--- config.mk ---
export PLATFORM = sky130hd
export DESIGN_NAME = oag_core
export DESIGN_NICKNAME = d
export VERILOG_FILES = /design/src/core/oag_pkg.sv /design/src/core/oag_adder.sv /design/src/core/oag_core.sv
export SDC_FILE = /design/constraint.sdc
export NUM_CORES = 1
export LEC_CHECK = 0
export BUFFER_PORTS_ARGS = -buffer_cell sky130_fd_sc_hd__buf_2
export CELL_PAD_IN_SITES_DETAIL_PLACEMENT = 1
export CELL_PAD_IN_SITES_GLOBAL_PLACEMENT = 2
export CORE_MARGIN = 5
export CORE_UTILIZATION = 35
export CTS_CLUSTER_DIAMETER = 80
export DETAILED_ROUTE_END_ITERATION = 12
export PLACE_DENSITY_LB_ADDON = 0.1
export SLEW_MARGIN = 20
export SYNTH_ARGS = -nofsm -noshare
export SYNTH_HDL_FRONTEND = slang
export SYNTH_SLANG_ARGS = --single-unit
--- constraint.sdc ---
create_clock -name CLK -period 4.7 [get_ports CLK]
set_input_delay 0.94 -clock CLK [delete_from_list [all_inputs] [get_ports CLK]]
set_output_delay 0.94 -clock CLK [all_outputs]
set_load 0.005 [all_outputs]
--- src/core/oag_pkg.sv ---
// Package of constants and types for the operand address generator.
// Summary of operation
// - Inherent instruction is opcode only, no operands.
// - Immediate takes next byte as operand value.
// - Short direct fetches one byte page-zero address.
// - Long direct fetches two-byte full address.
// - Indexed address is unsigned index plus offset.
// - No-offset indexed uses index register alone.
// - Short indexed adds byte offset, carries bit eight.
// - Long indexed adds word offset to index.
// - Short indirect reads byte pointer from page zero.
// - Long indirect reads word pointer from page zero.
// - Indirect indexed adds index to fetched pointer.
// - Short direct addressing reaches page zero only.
// - Mask raise instruction sets mask level three.
// - Mask lower instruction sets mask level zero.
// - Relative branch adds signed byte to PC.
// - Prefixes select Y index or indirect forms.
// - Alt indirect prefix makes indirect indexed use Y.
package oag_pkg;
    localparam logic [7:0] OAG_PFX_ALT_INDEX    = 8'h90;
    localparam logic [7:0] OAG_PFX_INDIRECT     = 8'h92;
    localparam logic [7:0] OAG_PFX_ALT_INDIRECT = 8'h91;
    localparam logic [1:0] OAG_MASK_RAISED      = 2'h3;
    localparam logic [1:0] OAG_MASK_LOWERED     = 2'h0;
    localparam logic [15:0] OAG_RESET_PC        = 16'h0000;
    localparam logic [1:0] OAG_RESET_MASK       = 2'h3;

    // Addressing modes as presented by the opcode map outside this block.
    typedef enum logic [3:0] {
        OAG_M_INH    = 4'h0,
        OAG_M_IMM    = 4'h1,
        OAG_M_DIR_S  = 4'h2,
        OAG_M_DIR_L  = 4'h3,
        OAG_M_IDX_0  = 4'h4,
        OAG_M_IDX_S  = 4'h5,
        OAG_M_IDX_L  = 4'h6,
        OAG_M_REL    = 4'h7,
        OAG_M_BIT    = 4'h8
    } oag_mode_t;

    typedef enum logic [3:0] {
        OAG_S_OPC    = 4'h0,
        OAG_S_OP1    = 4'h1,
        OAG_S_OP2    = 4'h2,
        OAG_S_PTR1   = 4'h3,
        OAG_S_PTR2   = 4'h4,
        OAG_S_REL    = 4'h5,
        OAG_S_DONE   = 4'h6
    } oag_state_t;
endpackage

--- src/core/oag_adder.sv ---
// Unsigned address adder registered on the output.
`timescale 1ns/1ps
module oag_adder
    import oag_pkg::*;
(
    input  wire logic        CLK,
    input  wire logic        RST,
    input  wire logic [15:0] base,
    input  wire logic [7:0]  index,
    input  wire logic        use_index,
    output logic      [15:0] sum_ff
);
    typedef struct packed {
        logic [15:0] sum;
    } oag_add_regs_t;

    oag_add_regs_t r_ff;
    oag_add_regs_t nxt_r;

    // Next sum; the carry out of the low byte reaches bit 8 and above.
    always_comb begin
        nxt_r     = r_ff;
        nxt_r.sum = base + (use_index ? {8'h00, index} : 16'h0000);
    end

    // Registered so that the effective address comes straight from flip-flops.
    always_ff @(posedge CLK or posedge RST) begin
        if (RST) begin
            r_ff <= '0;
        end else begin
            r_ff <= nxt_r;
        end
    end

    assign sum_ff = r_ff.sum;
endmodule

--- src/core/oag_core.sv ---
// Operand address generator: fetches operand bytes and forms the effective address.
`timescale 1ns/1ps
module oag_core
    import oag_pkg::*;
(
    input  wire logic        CLK,
    input  wire logic        RST,
    input  wire logic        START,
    input  wire logic [3:0]  MODE,
    input  wire logic        INDIRECT,
    input  wire logic        MASK_RAISE_OP,
    input  wire logic        MASK_LOWER_OP,
    input  wire logic [7:0]  OPCODE,
    input  wire logic [7:0]  X_REG,
    input  wire logic [7:0]  Y_REG,
    input  wire logic [7:0]  MEM_RDATA,
    input  wire logic        MEM_READY,
    output logic      [15:0] MEM_ADDR,
    output logic             MEM_RD,
    output logic      [15:0] EA,
    output logic      [7:0]  OPERAND,
    output logic      [2:0]  BIT_POS,
    output logic      [15:0] PC,
    output logic      [1:0]  INT_MASK,
    output logic             DONE
);
    typedef struct packed {
        oag_state_t  st;
        oag_mode_t   mode;
        logic        ind;
        logic        alt_y;
        logic        alt_ind_y;
        logic        op_long;
        logic [15:0] pc;
        logic [15:0] word;
        logic [7:0]  operand;
        logic [2:0]  bitpos;
        logic [1:0]  mask;
        logic        done;
        logic        use_idx;
        logic [15:0] base;
    } oag_regs_t;

    oag_regs_t   r_ff;
    oag_regs_t   nxt_r;
    logic [15:0] sum;
    logic        pfx_seen;

    // Adder sees the next base so its registered sum lines up with DONE.
    oag_adder u_add (
        .CLK       (CLK),
        .RST       (RST),
        .base      (nxt_r.base),
        .index     (nxt_r.alt_y ? Y_REG : X_REG),
        .use_index (nxt_r.use_idx),
        .sum_ff    (sum)
    );

    // Prefix bytes appear as the fetched opcode in the opcode state.
    assign pfx_seen = (MEM_RDATA == OAG_PFX_ALT_INDEX) || (MEM_RDATA == OAG_PFX_INDIRECT)
                      || (MEM_RDATA == OAG_PFX_ALT_INDIRECT);

    // Memory reads are issued from the fetch states only.
    always_comb begin
        MEM_RD   = (r_ff.st == OAG_S_OP1) || (r_ff.st == OAG_S_OP2)
                   || (r_ff.st == OAG_S_PTR1) || (r_ff.st == OAG_S_PTR2);
        MEM_ADDR = (r_ff.st == OAG_S_PTR1 || r_ff.st == OAG_S_PTR2) ? r_ff.word : r_ff.pc;
    end

    assign EA       = sum;
    assign OPERAND  = r_ff.operand;
    assign BIT_POS  = r_ff.bitpos;
    assign PC       = r_ff.pc;
    assign INT_MASK = r_ff.mask;
    assign DONE     = r_ff.done;

    // Sequencer: one read per cycle while MEM_READY is high.
    always_comb begin
        nxt_r      = r_ff;
        nxt_r.done = 1'b0;
        case (r_ff.st)
            OAG_S_OPC: begin
                if (START) begin
                    // The fetch stage has consumed the opcode; pc points past it.
                    nxt_r.mode      = oag_mode_t'(MODE);
                    nxt_r.ind       = INDIRECT || (pfx_seen && MEM_RDATA == OAG_PFX_INDIRECT);
                    nxt_r.alt_y     = (MEM_RDATA == OAG_PFX_ALT_INDEX) && pfx_seen;
                    nxt_r.alt_ind_y = (MEM_RDATA == OAG_PFX_ALT_INDIRECT) && pfx_seen;
                    nxt_r.bitpos    = OPCODE[3:1];
                    nxt_r.use_idx   = 1'b0;
                    nxt_r.word      = 16'h0000;
                    nxt_r.op_long   = (MODE == OAG_M_DIR_L) || (MODE == OAG_M_IDX_L);
                    if (nxt_r.alt_ind_y) begin
                        nxt_r.ind   = 1'b1;
                        nxt_r.alt_y = 1'b1;
                    end
                    if (MASK_RAISE_OP) begin
                        nxt_r.mask = OAG_MASK_RAISED;
                    end else if (MASK_LOWER_OP) begin
                        nxt_r.mask = OAG_MASK_LOWERED;
                    end
                    case (oag_mode_t'(MODE))
                        OAG_M_INH: begin
                            nxt_r.st   = OAG_S_DONE;
                        end
                        OAG_M_IDX_0: begin
                            nxt_r.use_idx = 1'b1;
                            nxt_r.base    = 16'h0000;
                            nxt_r.st      = nxt_r.ind ? OAG_S_OP1 : OAG_S_DONE;
                            nxt_r.done    = 1'b0;
                        end
                        default: begin
                            nxt_r.st = OAG_S_OP1;
                        end
                    endcase
                    if (nxt_r.st == OAG_S_DONE) begin
                        nxt_r.done = 1'b1;
                        nxt_r.st   = OAG_S_OPC;
                    end
                end
            end
            OAG_S_OP1: begin
                if (MEM_READY) begin
                    nxt_r.pc = r_ff.pc + 16'h0001;
                    if (r_ff.mode == OAG_M_IMM) begin
                        nxt_r.operand = MEM_RDATA;
                        nxt_r.done    = 1'b1;
                        nxt_r.st      = OAG_S_OPC;
                    end else if (r_ff.op_long && !r_ff.ind) begin
                        nxt_r.word = {MEM_RDATA, 8'h00};
                        nxt_r.st   = OAG_S_OP2;
                    end else if (r_ff.ind) begin
                        // Page-zero pointer address; pointer fetched next.
                        nxt_r.word = {8'h00, MEM_RDATA};
                        nxt_r.st   = OAG_S_PTR1;
                    end else if (r_ff.mode == OAG_M_REL) begin
                        nxt_r.operand = MEM_RDATA;
                        nxt_r.st      = OAG_S_REL;
                    end else begin
                        // Short direct, bit direct or short indexed: page-zero base.
                        nxt_r.base    = {8'h00, MEM_RDATA};
                        nxt_r.use_idx = (r_ff.mode == OAG_M_IDX_S);
                        nxt_r.done    = 1'b1;
                        nxt_r.st      = OAG_S_OPC;
                    end
                end
            end
            OAG_S_OP2: begin
                if (MEM_READY) begin
                    nxt_r.pc      = r_ff.pc + 16'h0001;
                    nxt_r.base    = {r_ff.word[15:8], MEM_RDATA};
                    nxt_r.use_idx = (r_ff.mode == OAG_M_IDX_L);
                    nxt_r.done    = 1'b1;
                    nxt_r.st      = OAG_S_OPC;
                end
            end
            OAG_S_PTR1: begin
                if (MEM_READY) begin
                    if (r_ff.mode == OAG_M_REL) begin
                        nxt_r.operand = MEM_RDATA;
                        nxt_r.st      = OAG_S_REL;
                    end else if (r_ff.op_long) begin
                        nxt_r.base = {MEM_RDATA, 8'h00};
                        nxt_r.word = r_ff.word + 16'h0001;
                        nxt_r.st   = OAG_S_PTR2;
                    end else begin
                        nxt_r.base    = {8'h00, MEM_RDATA};
                        nxt_r.use_idx = (r_ff.mode == OAG_M_IDX_S)
                                        || (r_ff.mode == OAG_M_IDX_0);
                        nxt_r.done    = 1'b1;
                        nxt_r.st      = OAG_S_OPC;
                    end
                end
            end
            OAG_S_PTR2: begin
                if (MEM_READY) begin
                    nxt_r.base    = {r_ff.base[15:8], MEM_RDATA};
                    nxt_r.use_idx = (r_ff.mode == OAG_M_IDX_L);
                    nxt_r.done    = 1'b1;
                    nxt_r.st      = OAG_S_OPC;
                end
            end
            OAG_S_REL: begin
                // Signed offset is sign extended before the add.
                nxt_r.pc   = r_ff.pc + {{8{r_ff.operand[7]}}, r_ff.operand};
                nxt_r.done = 1'b1;
                nxt_r.st   = OAG_S_OPC;
            end
            default: begin
                nxt_r.st = OAG_S_OPC;
            end
        endcase
    end

    // All sequencer state registered in one place; the EA sum register sits in oag_adder.
    always_ff @(posedge CLK or posedge RST) begin
        if (RST) begin
            r_ff      <= '0;
            r_ff.pc   <= OAG_RESET_PC;
            r_ff.mask <= OAG_RESET_MASK;
        end else begin
            r_ff <= nxt_r;
        end
    end

    // Raise instruction leaves mask at level three.
    mask_raise_a: assert property (@(posedge CLK) disable iff (RST)
        (r_ff.st == OAG_S_OPC && START && MASK_RAISE_OP) |=> (INT_MASK == 2'h3))
        else $error("mask not raised");

    // Lower instruction leaves mask at level zero.
    mask_lower_a: assert property (@(posedge CLK) disable iff (RST)
        (r_ff.st == OAG_S_OPC && START && MASK_LOWER_OP && !MASK_RAISE_OP) |=> (INT_MASK == 2'h0))
        else $error("mask not lowered");

    // Inherent finishes next cycle with no read.
    inherent_done_a: assert property (@(posedge CLK) disable iff (RST)
        (r_ff.st == OAG_S_OPC && START && MODE == OAG_M_INH) |=> (DONE && !MEM_RD))
        else $error("inherent fetched bytes");

    // Immediate operand is the byte read.
    immediate_val_a: assert property (@(posedge CLK) disable iff (RST)
        (r_ff.st == OAG_S_OP1 && MEM_READY && r_ff.mode == OAG_M_IMM)
        |=> (DONE && OPERAND == $past(MEM_RDATA)))
        else $error("immediate operand wrong");

    // Short direct address stays in page zero.
    short_direct_a: assert property (@(posedge CLK) disable iff (RST)
        (r_ff.st == OAG_S_OP1 && MEM_READY && r_ff.mode == OAG_M_DIR_S && !r_ff.ind)
        |=> (EA == {8'h00, $past(MEM_RDATA)}))
        else $error("short direct address wrong");

    // Short indexed sum stays below 1ff.
    short_index_a: assert property (@(posedge CLK) disable iff (RST)
        (DONE && $past(r_ff.st) == OAG_S_OP1 && $past(r_ff.mode) == OAG_M_IDX_S
         && !$past(r_ff.ind)) |-> (EA <= 16'h01fe))
        else $error("short indexed out of range");

    // Long word takes its high byte first.
    long_order_a: assert property (@(posedge CLK) disable iff (RST)
        (r_ff.st == OAG_S_OP1 && MEM_READY && r_ff.op_long && !r_ff.ind)
        |=> (r_ff.word[15:8] == $past(MEM_RDATA)))
        else $error("word byte order wrong");

    // Relative branch moves pc by the signed offset.
    rel_branch_a: assert property (@(posedge CLK) disable iff (RST)
        (r_ff.st == OAG_S_REL)
        |=> (PC == $past(r_ff.pc) + {{8{$past(r_ff.operand[7])}}, $past(r_ff.operand)}))
        else $error("relative pc wrong");

    // The branch add needs no bus cycle, so a read here would be a stray request.
    rel_no_read_a: assert property (@(posedge CLK) disable iff (RST)
        (r_ff.st == OAG_S_REL) |-> !MEM_RD)
        else $error("read issued during branch");
endmodule

==> impl_metrics.py <==
metrics = {
    "clock_network": {
        "cts-root-buf": "clkbuf_16",
        "clk_latency_ps": 360,
        "cts_tree": "yes",
        "cts_htree_levels": 3,
        "cts.path.max_buffers": 2,
        "cts_buffers": 9,
        "post-cts-setup-buffers": 0,
        "ctsResizeCount": 0,
        "cts.reportedPaths.clkPinSlew_ps": 70,
        "hold_buffers": 0,
        "cts.sinks": 88,
    },
    "die": {
        "dieArea_um2": 19600,
        "num_rows": 47,
        "core_um2": 16600,
        "die_w_um": 140,
        "die_y_um": 140,
        "io-pin-count": 106,
        "start_util": 0.356,
    },
    "grt": {
        "grt.total_usage": 0.192,
        "grt_pass1_vias": 5374,
        "grt_pass1_wl_um": 29700,
        "overflow": 0,
        "grt_start_max_net_pins": 89,
        "antenna_found_initial": 0,
    },
    "synth": {
        "synthDistinctLibCells": 72,
        "synth_top_area_cell": "dfrtp_1",
        "synth_top_cell_area_share": 0.368,
        "yosys_warnings": 0,
        "netlist_area_um2": 5910,
        "syn_avg_cell_area_um2": 9.11,
        "ys_top_cells_by_count": "dfrtp_1, nand2_1, o21ai_0, nor2_1, a21oi_1",
        "synth_edf_count": 0,
        "ys_async_sr_fraction": 1.00,
        "yosysMostFrequentCell": "dfrtp_1",
        "synth_seq_cells": 88,
        "synth_area_leaders": "dfrtp_1, ha_1, o21ai_0, mux2_2, buf_4",
        "syn_nets": 718,
        "ys.flop_type": "dfrtp_1",
        "syn_inst": 649,
        "synth.yosys.seq_area_share": 0.373,
    },
    "job": {
        "drv_cap": 0,
    },
    "power": {
        "finalPower_mw": 3.91,
        "comb_power_share": 0.483,
        "p_int_mw": 2.26,
        "power_frac_seq": 0.324,
        "cellPowerDensity_nw_per_um2": 569,
        "clkPwrFrac": 0.193,
        "p_sw_frac": 0.422,
        "p_leak_nw": 3.44,
        "p_switching_mw": 1.65,
        "max-vdd-ir-drop_mv": 0.251,
    },
    "min_path": {
        "hp-class": "reg2reg",
    },
    "final_layout": {
        "nets": 801,
        "num_antenna_cells": 0,
        "syn_to_final_growth_pct": 16.3,
        "drive_gt1_frac": 0.254,
        "design_area_um2": 6870,
        "instances_no_fill": 957,
    },
    "routing": {
        "firstDrtPassIters": 4,
        "drc": 0,
        "wl_met2_um": 8490,
        "wl_um": 18500,
        "wl_per_cell_um": 19.3,
        "vias": 5122,
        "viasPerCell": 5.35,
        "route.met3.wl_um": 1050,
        "top_layer_used": "met4",
        "ant_nets": 0,
        "wl_met1_um": 8500,
        "drt_iter0_markers": 222,
    },
    "setup_path": {
        "required_ps": 4940,
        "cp_max_fo": 13,
        "cp-start-kind": "flop",
        "cp.arrival_ps": 4400,
        "endpoint_kind": "flop",
        "path_class": "reg2reg",
    },
    "placement": {
        "io_buffers": 100,
        "dpl_cell_area_um2": 6570,
        "dpl.hpwl_um": 13800,
        "gp_congestion": 0.819,
        "place_inst": 941,
    },
    "sta": {
        "timing.setup.tns_ps": 0,
        "fin_skew_ps": 10.4,
        "setup_viol": 0,
        "fin_crit_ps": 4160,
        "timing_worst_slew_pin_value_ps": 932,
        "rsz0062_at_grt": "false",
        "fin_crit_sh": 0.886,
        "finalHoldViolCount": 0,
        "slew_headroom": 0.379,
        "max_freq_ghz": 0.240,
        "drv_slew": 0,
    },
    "status": {
        "status": "completed",
    },
}
==> power by group through the flow <==
stage / registers (mW) / logic [mW] / clock network [mW]
detailed placement: 1.28 / 1.91 / 0
global placement: 1.27 / 1.86 / 0
finish: 1.27 / 1.89 / 0.755
CTS: 1.27 / 1.93 / 0.778
global route: 1.30 / 2.12 / 0.807
floorplan: 1.18 / 1.43 / 0
==> layout make-up <==
cell class	count	area, um^2
fillers	1975	9710
multi-input cells	479	3280
flip-flops and latches	88	2200
repair buffers	127	716
well taps	220	275
clock buffers	13	260
inverters	27	103
clock inverters	3	40.0
==> layout by cell type (no fill, tap or decap), drive strengths merged, types with 3 or more instances in the layout <==
cell type / count
and3: 15
nand2: 58
buf: 127
nand3b: 5
a21o: 14
clkinv: 3
a21oi: 38
xor2: 5
a31oi: 15
nor2: 55
o21a: 4
nor3b: 5
clkbuf: 13
inv: 26
mux2: 24
a22oi: 11
a22o: 11
a32oi: 4
a211oi: 9
mux2i: 9
nor4b: 3
or4: 3
nand2b: 6
dfrtp: 87
nor3: 10
and2: 8
a31o: 3
nand3: 14
xnor2: 20
ha: 24
nor2b: 7
o21ai: 60
o2111ai: 3
o211ai: 3
==> worst max-delay path, cell delays in order (launching register included) <==
cell and delay, ps:
dfrtp_1 540, buf_4 250, or3_1 320, a31o_1 250, o21ai_0 150, a21o_1 330
a22o_1 230, ha_1 170, inv_1 50, fa_1 400, nor2b_1 130, o21ai_0 120
a21boi_0 290, o21a_1 160, nor2_1 60, o21ai_0 160, buf_4 180, nand3_1 100
xnor2_1 130
==> path summary, 6_finish.rpt <==
path	slack [ps]	end	cells past startpoint	startpoint
setup / recovery	540	u_add.sum_ff[10]$_DFF_PP0_	18	r_ff[73]$_DFFE_PP0P_
hold / removal	470	BIT_POS[0]$_DFFE_PP0P_	2	BIT_POS[0]$_DFFE_PP0P_
setup reg to reg	540	u_add.sum_ff[10]$_DFF_PP0_	18	r_ff[73]$_DFFE_PP0P_
hold reg to reg	470	BIT_POS[0]$_DFFE_PP0P_	2	BIT_POS[0]$_DFFE_PP0P_
max in group asynchronous	3600	r_ff[70]$_DFFE_PP0P_	3	RST
min in group asynchronous	650	r_ff[10]$_DFF_PP0_	3	RST
==> logic make-up after synthesis <==
logic type	Yosys count	share of synthesized area
xor gates and xnor gates	25	0.0370
and+or+nand+nor	203	0.180
buffers and inverters	82	0.0749
DFF	88	0.373
adders and majority gates	26	0.0576
muxes	33	0.0610
AOI/OAI and AO/OA	192	0.216
==> per-layer routing <==
metal,vias to the layer above,track usage
li1,2477,-
met1,2493,0.267
met2,124,0.298
met3,28,0.0334
met4,0,0.0729
met5,-,0
==> stage by stage <==
stage | setup slack, ps | util | hold WS [ps]
floorplan | 662 | - | 447
global placement | 265 | 0.396 | 453
detailed placement | 189 | 0.396 | 458
CTS | 533 | 0.414 | 473
global route | 181 | 0.414 | 497
finish | 536 | 0.414 | 470
==> registers in the layout, indices dropped and copies added (netlist names) <==
name	flops
INT_MASK	1
PC	16
OPERAND	8
u_add.sum_ff	16
BIT_POS	3
r_ff	43
DONE	1
Note: power is estimated with default switching activity, not from simulation.
